$ cat src/gpp_consts.svh
// Offsets, field positions, reset values and timing counts of the port block
`ifndef GPP_CONSTS_SVH
`define GPP_CONSTS_SVH
// ***********************************************
// Register offsets (byte addresses)
// ***********************************************
`define GPP_OFF_DIR 12'h400
`define GPP_OFF_ISENSE 12'h404
`define GPP_OFF_IBOTH 12'h408
`define GPP_OFF_IEVENT 12'h40c
`define GPP_OFF_IMASK 12'h410
`define GPP_OFF_RIS 12'h414
`define GPP_OFF_MIS 12'h418
`define GPP_OFF_ICLR 12'h41c
`define GPP_OFF_AFSEL 12'h420
`define GPP_OFF_DR2 12'h500
`define GPP_OFF_DR4 12'h504
`define GPP_OFF_DR8 12'h508
`define GPP_OFF_ODR 12'h50c
`define GPP_OFF_PUR 12'h510
`define GPP_OFF_PDR 12'h514
`define GPP_OFF_SLR 12'h518
`define GPP_OFF_DEN 12'h51c
`define GPP_OFF_PCTL 12'h52c
// Data window: address bits 11:10 zero, bits 9:2 are the bit mask
`define GPP_DATA_MSB 11
`define GPP_MASK_MSB 9
`define GPP_MASK_LSB 2
`define GPP_PCTL_W 4
// ***********************************************
// Per-port implemented bits and reset values
// ***********************************************
`define GPP_A_IMPL 8'h3f
`define GPP_A_AFSEL 8'h3f
`define GPP_A_PUR 8'h00
`define GPP_A_PCTL 32'h0011_1111
`define GPP_B_IMPL 8'hff
`define GPP_B_AFSEL 8'h8c
`define GPP_B_PUR 8'h80
`define GPP_B_PCTL 32'h3000_1100
`define GPP_B_ADC 8'h10
`define GPP_C_IMPL 8'hff
`define GPP_C_AFSEL 8'h0f
`define GPP_C_PUR 8'h0f
`define GPP_C_PCTL 32'h0000_3333
`define GPP_D_IMPL 8'h0f
`define GPP_E_IMPL 8'h03
// Fastest output toggle, in system clock cycles
`define GPP_TOGGLE_CYC 2
`endif

$ cat src/gpp_pkg.sv
// Types shared by the port block and its input synchroniser
package gpp_pkg;
  // Whole state of one port
  typedef struct packed {
    logic [7:0] pinDirection;
    logic [7:0] pinValueRegister;
    logic [7:0] isLevel;
    logic [7:0] bothEdges;
    logic [7:0] eventHigh;
    logic [7:0] irqMask;
    logic [7:0] rawIrq;
    logic [7:0] altFunctionSelect;
    logic [7:0] drive2;
    logic [7:0] drive4;
    logic [7:0] drive8;
    logic [7:0] openDrain;
    logic [7:0] pullupEnable;
    logic [7:0] pulldownEnable;
    logic [7:0] slewCtl;
    logic [7:0] digitalEnableBit;
    logic [7:0] prevIn;
    logic [31:0] portFunctionControl;
    logic [31:0] rdata;
  } gpp_state_t;
  // Three-stage synchroniser state
  typedef struct packed {
    logic [7:0] s1;
    logic [7:0] s2;
    logic [7:0] s3;
    logic [7:0] clean;
  } gpp_sync_t;
endpackage : gpp_pkg

$ cat src/gpp_port.sv
// One general-purpose I/O port: registers, pin muxing, pad controls, pin events
//
// What this block does
// - Direction 0: pin is an input and its data bit shows the pin level.
// - Direction 1: pin is an output driven from its data bit.
// - After reset ordinary pins are GPIO, tri-stated, function and pad fields zero except 2 mA drive set.
// - Reset returns every pin to its default, whatever software configured.
// - Serial, SPI and I2C pins reset to function 1; debug pins to function 3 with pull-up.
// - Debug pins default to their debug function; port B bit 7 to test reset.
// - Other pins leave reset as inputs with alternate function off.
// - Digital enable cleared selects analog use and cuts the digital input.
// - Alternate function drives a pin only with select and digital enable set.
// - Each pin's function choice is independent of every other pin.
// - Output pins can change as often as every two clocks.
// - Edge events, rising, falling or both, raise maskable interrupts.
// - Level events, high or low, raise interrupts instead.
// - Data register accesses are bit-masked by address lines.
// - A port pin can trigger the converter's sample sequence.
// - All five ports use this block, differing only in bits and defaults.
// - Pads have pulls, 2/4/8 mA drive, slew at 8 mA, open drain, input enable.
// - Data write changes only bits whose address bit 9:2 is one.
// - Data read returns zero for bits whose address bit is zero.
// - All pin events of the port merge into one interrupt output.
`timescale 1ns/1ns
`default_nettype none
`include "gpp_consts.svh"
module gpp_port #(
  parameter logic [7:0] IMPL = 8'hff,
  parameter logic [7:0] RST_AFSEL = 8'h00,
  parameter logic [7:0] RST_PUR = 8'h00,
  parameter logic [31:0] RST_PCTL = 32'h0000_0000,
  parameter logic [7:0] ADC_MASK = 8'h00
) (
  input wire logic core_clk,
  input wire logic rst,
  input wire logic [11:0] regAddr,
  input wire logic [31:0] regWdata,
  input wire logic regWr,
  input wire logic regRd,
  output logic [31:0] regRdata,
  input wire logic [7:0] pinIn,
  output logic [7:0] pinOut,
  output logic [7:0] pinOe,
  input wire logic [7:0][15:0] altOut,
  input wire logic [7:0][15:0] altOe,
  output logic [7:0] periphIn,
  output logic [7:0] analogEnable,
  output logic [7:0] padPullUp,
  output logic [7:0] padPullDown,
  output logic [7:0] padDrive2,
  output logic [7:0] padDrive4,
  output logic [7:0] padDrive8,
  output logic [7:0] padSlew,
  output logic [7:0] padOpenDrain,
  output logic portIrq,
  output logic adcTrigger
);
  import gpp_pkg::*;

  // Reset image: digital enable follows the alternate-function default
  localparam gpp_state_t RST_ST = '{altFunctionSelect: RST_AFSEL & IMPL,
    digitalEnableBit: RST_AFSEL & IMPL, pullupEnable: RST_PUR & IMPL,
    portFunctionControl: RST_PCTL, drive2: IMPL, default: '0};

  gpp_state_t st;
  gpp_state_t next_st;
  logic [7:0] cleanIn;
  logic [7:0] inLive;
  logic [7:0] rise;
  logic [7:0] fall;
  logic [7:0] edgeHit;
  logic [7:0] levelHit;
  logic [7:0] altSel;
  logic [7:0] altEn;
  logic [7:0] srcOut;
  logic [7:0] srcOe;
  logic [7:0] wb;
  logic [7:0] rv;
  logic [7:0] amask;
  logic inData;

  function automatic logic hit(input logic [11:0] a, input logic [11:0] off);
    return a == off;
  endfunction : hit

  // ***********************************************
  // Inputs, events and function routing
  // ***********************************************
  gpp_sync u_sync (
    .core_clk(core_clk),
    .rst(rst),
    .rawIn(pinIn),
    .cleanIn(cleanIn)
  );

  // Analog pins see no digital input at all; missing bits stay zero
  assign inLive = cleanIn & st.digitalEnableBit & IMPL;
  assign rise = inLive & ~st.prevIn;
  assign fall = ~inLive & st.prevIn;
  assign edgeHit = (st.bothEdges & (rise | fall))
    | (~st.bothEdges & st.eventHigh & rise)
    | (~st.bothEdges & ~st.eventHigh & fall);
  assign levelHit = ~(inLive ^ st.eventHigh) & IMPL;

  // Per-pin function mux; code 0 selects entry 0 of the peripheral table like any other code
  for (genvar i = 0; i < 8; i++) begin : g_alt
    assign altSel[i] = altOut[i][st.portFunctionControl[4*i +: `GPP_PCTL_W]];
    assign altEn[i] = altOe[i][st.portFunctionControl[4*i +: `GPP_PCTL_W]];
  end

  assign inData = regAddr[`GPP_DATA_MSB:`GPP_MASK_MSB + 1] == 2'b00;
  assign amask = regAddr[`GPP_MASK_MSB:`GPP_MASK_LSB];
  assign wb = regWdata[7:0];

  // ***********************************************
  // Register file and next state
  // ***********************************************
  always_comb begin
    next_st = st;
    next_st.prevIn = inLive;
    next_st.rdata = '0;
    rv = 8'h00;
    // Read mux; inputs show the synchronised pin, outputs the stored value
    if (regRd) begin
      if (inData) begin
        rv = ((st.pinDirection & st.pinValueRegister)
          | (~st.pinDirection & inLive)) & amask;
      end else begin
        unique case (regAddr)
          `GPP_OFF_DIR: rv = st.pinDirection;
          `GPP_OFF_ISENSE: rv = st.isLevel;
          `GPP_OFF_IBOTH: rv = st.bothEdges;
          `GPP_OFF_IEVENT: rv = st.eventHigh;
          `GPP_OFF_IMASK: rv = st.irqMask;
          `GPP_OFF_RIS: rv = st.rawIrq;
          `GPP_OFF_MIS: rv = st.rawIrq & st.irqMask;
          `GPP_OFF_AFSEL: rv = st.altFunctionSelect;
          `GPP_OFF_DR2: rv = st.drive2;
          `GPP_OFF_DR4: rv = st.drive4;
          `GPP_OFF_DR8: rv = st.drive8;
          `GPP_OFF_ODR: rv = st.openDrain;
          `GPP_OFF_PUR: rv = st.pullupEnable;
          `GPP_OFF_PDR: rv = st.pulldownEnable;
          `GPP_OFF_SLR: rv = st.slewCtl;
          `GPP_OFF_DEN: rv = st.digitalEnableBit;
          default: rv = 8'h00;
        endcase
      end
      next_st.rdata = hit(regAddr, `GPP_OFF_PCTL) ? st.portFunctionControl
        : {24'h000000, rv & IMPL};
    end
    // Event latch: level bits follow the pin, edge bits stick until cleared
    next_st.rawIrq = ((st.isLevel & levelHit)
      | (~st.isLevel & (st.rawIrq | edgeHit))) & IMPL;
    if (regWr) begin
      if (inData) begin
        next_st.pinValueRegister = ((st.pinValueRegister & ~amask)
          | (wb & amask)) & IMPL;
      end else begin
        unique case (regAddr)
          `GPP_OFF_DIR: next_st.pinDirection = wb & IMPL;
          `GPP_OFF_ISENSE: next_st.isLevel = wb & IMPL;
          `GPP_OFF_IBOTH: next_st.bothEdges = wb & IMPL;
          `GPP_OFF_IEVENT: next_st.eventHigh = wb & IMPL;
          `GPP_OFF_IMASK: next_st.irqMask = wb & IMPL;
          // A new edge in the clear cycle survives the clear
          `GPP_OFF_ICLR: next_st.rawIrq = ((st.isLevel & levelHit)
            | (~st.isLevel & ((st.rawIrq & ~wb) | edgeHit))) & IMPL;
          `GPP_OFF_AFSEL: next_st.altFunctionSelect = wb & IMPL;
          // Drive strengths are one-hot per pin: setting one drops the others
          `GPP_OFF_DR2: begin
            next_st.drive2 = (st.drive2 | wb) & IMPL;
            next_st.drive4 = st.drive4 & ~wb;
            next_st.drive8 = st.drive8 & ~wb;
          end
          `GPP_OFF_DR4: begin
            next_st.drive4 = (st.drive4 | wb) & IMPL;
            next_st.drive2 = st.drive2 & ~wb;
            next_st.drive8 = st.drive8 & ~wb;
          end
          `GPP_OFF_DR8: begin
            next_st.drive8 = (st.drive8 | wb) & IMPL;
            next_st.drive2 = st.drive2 & ~wb;
            next_st.drive4 = st.drive4 & ~wb;
          end
          `GPP_OFF_ODR: next_st.openDrain = wb & IMPL;
          `GPP_OFF_PUR: next_st.pullupEnable = wb & IMPL;
          `GPP_OFF_PDR: next_st.pulldownEnable = wb & IMPL;
          `GPP_OFF_SLR: next_st.slewCtl = wb & IMPL;
          `GPP_OFF_DEN: next_st.digitalEnableBit = wb & IMPL;
          `GPP_OFF_PCTL: next_st.portFunctionControl = regWdata;
          default: ;
        endcase
      end
    end
  end

  // State register; reset restores each instance's own defaults
  always_ff @(posedge core_clk) begin
    if (rst) begin
      st <= RST_ST;
    end else begin
      st <= next_st;
    end
  end

  // ***********************************************
  // Pin and pad outputs
  // ***********************************************
  // Write lands in one cycle, so back-to-back writes toggle faster than required
  // Selection is bit by bit, so one pin's function never moves another pin
  assign srcOut = (st.altFunctionSelect & altSel)
    | (~st.altFunctionSelect & st.pinValueRegister);
  assign srcOe = (st.altFunctionSelect & altEn)
    | (~st.altFunctionSelect & st.pinDirection);
  // Open drain only ever pulls low
  assign pinOut = srcOut & ~st.openDrain & IMPL;
  assign pinOe = srcOe & st.digitalEnableBit & (~st.openDrain | ~srcOut) & IMPL;
  assign periphIn = inLive & st.altFunctionSelect;
  assign analogEnable = ~st.digitalEnableBit & IMPL;
  assign padPullUp = st.pullupEnable;
  assign padPullDown = st.pulldownEnable;
  assign padDrive2 = st.drive2;
  assign padDrive4 = st.drive4;
  assign padDrive8 = st.drive8;
  assign padSlew = st.slewCtl & st.drive8;
  assign padOpenDrain = st.openDrain;
  assign portIrq = |(st.rawIrq & st.irqMask);
  assign adcTrigger = |(st.rawIrq & st.irqMask & ADC_MASK);
  assign regRdata = st.rdata;
endmodule : gpp_port
`default_nettype wire

$ cat src/gpp_sync.sv
// Three-flop synchroniser for the port's pin inputs
`timescale 1ns/1ns
`default_nettype none
module gpp_sync (
  input wire logic core_clk,
  input wire logic rst,
  input wire logic [7:0] rawIn,
  output logic [7:0] cleanIn
);
  import gpp_pkg::*;
  gpp_sync_t st;
  gpp_sync_t next_st;
  logic [7:0] agree;

  // Stage one feeds only stage two; a change counts once stages two and three agree
  always_comb begin
    agree = ~(st.s2 ^ st.s3);
    next_st.s1 = rawIn;
    next_st.s2 = st.s1;
    next_st.s3 = st.s2;
    next_st.clean = (agree & st.s3) | (~agree & st.clean);
  end

  // State register
  always_ff @(posedge core_clk) begin
    if (rst) begin
      st <= '0;
    end else begin
      st <= next_st;
    end
  end

  assign cleanIn = st.clean;
endmodule : gpp_sync
`default_nettype wire
$ cat config.mk
export PLATFORM = sky130hd
export DESIGN_NAME = gpp_port
export DESIGN_NICKNAME = d
export VERILOG_FILES = /design/src/gpp_pkg.sv /design/src/gpp_port.sv /design/src/gpp_sync.sv
export VERILOG_INCLUDE_DIRS = /design/src
export SDC_FILE = /design/constraint.sdc
export NUM_CORES = 1
export LEC_CHECK = 0
export ABC_AREA = 1
export BUFFER_PORTS_ARGS = -buffer_cell sky130_fd_sc_hd__buf_4
export CAP_MARGIN = 20
export CORE_MARGIN = 2
export CORE_UTILIZATION = 50
export CTS_CLUSTER_SIZE = 24
export DETAILED_ROUTE_END_ITERATION = 6
export PLACE_DENSITY_LB_ADDON = 0.1
export SLEW_MARGIN = 25
export SYNTH_ARGS = -nofsm -noshare
export SYNTH_HDL_FRONTEND = slang
export SYNTH_SLANG_ARGS = --single-unit
$ cat constraint.sdc
create_clock -name core_clk -period 2.3 [get_ports core_clk]
set_input_delay 0.345 -clock core_clk [delete_from_list [all_inputs] [get_ports core_clk]]
set_output_delay 0.345 -clock core_clk [all_outputs]
set_load 0.1 [all_outputs]
==> flow_metrics.env <==
export IMPL_status="complete, but fails checks"
export IMPL_violations="design-rule violations, negative setup slack"
export IMPL_setup_viol=13
export IMPL_cp_max_fo=5
export IMPL_finalNonFillerCells=2856
export IMPL_cts_buffer_depth=3
export IMPL_dp_cells=2782
export IMPL_ant_nets=0
export IMPL_wire_per_inst_microns=21.0
export IMPL_tns_ns=-0.441
export IMPL_start_kind="flip-flop"
export IMPL_start_util_pct=51.0
export IMPL_final_nets=2828
export IMPL_cts_sinks=232
export IMPL_drive_gt1_share_pct=33.1
export IMPL_h_tree_depth=1
export IMPL_tightest_slew_ns=0.669
export IMPL_setup_ws_ns=-0.0784
export IMPL_vias_per_cell=5.85
export IMPL_slowest_stage="dfxtp_4"
export IMPL_dp_hpwl_microns=43000
export IMPL_power_density_nw_per_um2=481
export IMPL_switching_power_uw=2210
export IMPL_seqPwrFrac_pct=43.9
export IMPL_finalWeightedCongestion=1.06
export IMPL_syn_num_nets=2458
export IMPL_path_class="reg2out"
export IMPL_final_common_cell="buf_4"
export IMPL_final_max_slew_viol_count=0
export IMPL_clkPwrFrac_pct=45.4
export IMPL_slew_headroom_pct=55.3
export IMPL_fmax_ghz=0.420
export IMPL_ioPinCount=434
export IMPL_route_met3_wl_microns=6220
export IMPL_synth_cell_types=28
export IMPL_grt_max_degree=134
export IMPL_worstPathRequired_ns=1.96
export IMPL_ctsHoldBuffers=0
export IMPL_vias=16700
export IMPL_top_layer="met4"
export IMPL_final_cell_mix="479 x buf_4, 439 x nand2_1, 260 x nand3_1"
export IMPL_cp_arrival_ns=2.03
export IMPL_cts_buffers=25
export IMPL_synth_area_sq_um=13300
export IMPL_hold_ws_ns=0.0244
export IMPL_power_share_switching_pct=24.0
export IMPL_grt_pass1_wl_microns=85300
export IMPL_cts_root_buffer="clkbuf_16"
export IMPL_drc_errors=30
export IMPL_period_minus_slack_ns=2.38
export IMPL_synthCells=2130
export IMPL_die_h_microns=167
export IMPL_power_leakage_uw=0.00900
export IMPL_power_frac_comb_pct=10.7
export IMPL_cts_tree="built"
export IMPL_core_sq_um=26100
export IMPL_yosys_warnings=0
export IMPL_synth_seq_area_share_pct=34.8
export IMPL_maxCapViolCount=0
export IMPL_fp_dieW_microns=167
export IMPL_pre_cts_ws_ns=0.0963
export IMPL_path_clk_slew_ns=0.06
export IMPL_finalHoldViolCount=0
export IMPL_die_area_sq_um=28000
export IMPL_drt_initial_drc_count=2271
export IMPL_grt_use_total_pct=38.8
export IMPL_max_stage_delay_ns=0.40
export IMPL_area_growth_pct=43.6
export IMPL_avgSynthCellArea_sq_um=6.26
export IMPL_antenna_found_initial=2
export IMPL_wl_met1_microns=22700
export IMPL_grt_pass1_vias=15000
export IMPL_overflow=0
export IMPL_first_pass_iters=7
export IMPL_ir_worst_vdd_mv=0.577
export IMPL_wl_microns=60100
export IMPL_nFillCells=2107
export IMPL_endpoint_kind="primary output"
export IMPL_internal_power_uw=7000
export IMPL_hold_class="in2reg"
export IMPL_crit_chain="buf_8, nand2_2, nand3_2, nand3_2, nand2_1, nand2_1, nand3_2, o211ai_1, nand2_1, inv_2, buf_12"
export IMPL_wl_met2_microns=27600
export IMPL_fin_worst_skew_ns=0.0103
export IMPL_clk_insertion_delay_late_ns=0.53
export IMPL_port_buffers=432
export IMPL_rows=59
export IMPL_synth_seq_cells=232
export IMPL_grt_setup_unrepaired="true"
export IMPL_fin_crit_sh_pct=103
## what timing repair did
item	in CTS	in global routing
pin swaps	17	100
cloned	3	12
resized for setup	147	233
buffers inserted	6	6
endpoints found under the setup margin	16	16
## synthesized netlist by cell type
library cell | instances | area share [%]
nor4_1 | 2 | 0.094
nor2_4 | 2 | 0.17
nand2_1 | 526 | 15
nand2_4 | 1 | 0.084
nor2_1 | 171 | 4.8
inv_1 | 205 | 5.8
buf_2 | 25 | 0.94
nand3_1 | 357 | 13
o21ai_1 | 16 | 0.60
nand4_1 | 8 | 0.38
buf_1 | 6 | 0.17
conb_1 | 1 | 0.028
a21oi_1 | 174 | 6.5
nor3_1 | 5 | 0.19
inv_2 | 3 | 0.084
dfxtp_1 | 232 | 35
buf_4 | 81 | 4.6
nand2_2 | 2 | 0.094
a211oi_1 | 7 | 0.39
o211ai_1 | 16 | 0.90
o21ai_0 | 168 | 6.3
buf_6 | 1 | 0.084
clkbuf_1 | 74 | 2.1
nand3_2 | 3 | 0.23
clkinv_1 | 19 | 0.53
nor2_2 | 7 | 0.33
ha_1 | 16 | 1.5
a31oi_1 | 2 | 0.094
## cell families (layout without fill, tap and decap cells)
family	Yosys count	count (layout)	share of synthesized area, %
adder cells (fa/ha/maj)	16	16	1.50
AND/OR/NAND/NOR	1084	1084	34.6
AO/OA/AOI/OAI	383	383	14.8
buffers and inverters	414	803	14.2
flip-flops	232	232	34.8
other	1	3	0.0281
## worst max-delay path: cells and delay by family (launching register included)
| kind | cells | cell delay [ns] |
|---|---|---|
| AND/OR/NAND/NOR | 7 | 0.57 |
| buffers and inverters | 3 | 0.41 |
| flip-flops | 1 | 0.40 |
| AO/OA/AOI/OAI | 1 | 0.13 |
## cell type report
class,count,area (sq um),area share (%)
Multi-Input combinational cell,1484,7700,40.2
Sequential cell,232,4680,24.4
Timing Repair Buffer,528,4570,23.9
Inverter,227,916,4.78
Clock buffer,38,754,3.94
Tap cell,335,419,2.19
Clock inverter,8,93.8,0.490
Timing Repair inverter,2,12.5,0.0653
Antenna cell,2,5.00,0.0261
## layer usage
layer  GRT usage, %  vias up
met5              0        -
met4           17.2        0
met3           6.17      246
met2           64.6     1086
met1           49.6     7768
li1               -     7599
## worst paths after layout
path	slack, ns	endpoint	startpoint	cells after the start
max	-0.08	pinOe[0]	st[32]$_SDFFE_PP0P_	11
min reg2reg	0.40	u_sync.next_st[13]$_SDFF_PP0_	u_sync.next_st[21]$_SDFF_PP0_	2
max reg2reg	0.69	st[144]$_SDFF_PP0_	flip-flop	6
min	0.02	u_sync.next_st[20]$_SDFF_PP0_	pinIn[4]	3
## power by group through the flow
stage / clock network [uW] / registers [uW] / logic (uW)
after floorplan: 0 / 4140 / 325
after global placement: 0 / 4140 / 874
after detailed placement: 0 / 4140 / 876
after CTS: 4180 / 4050 / 901
after global routing: 4350 / 4040 / 1050
final: 4180 / 4040 / 989
## stage by stage
stage,util (%),power (uW),area [sq um]
after detailed placement,63.5,5020,16600
after CTS,68.9,9130,18000
after floorplan,-,4460,13400
final,73.3,9220,19200
after global placement,63.5,5020,16600
after global routing,73.3,9440,19200
Note: power is estimated with default switching activity, not from simulation.
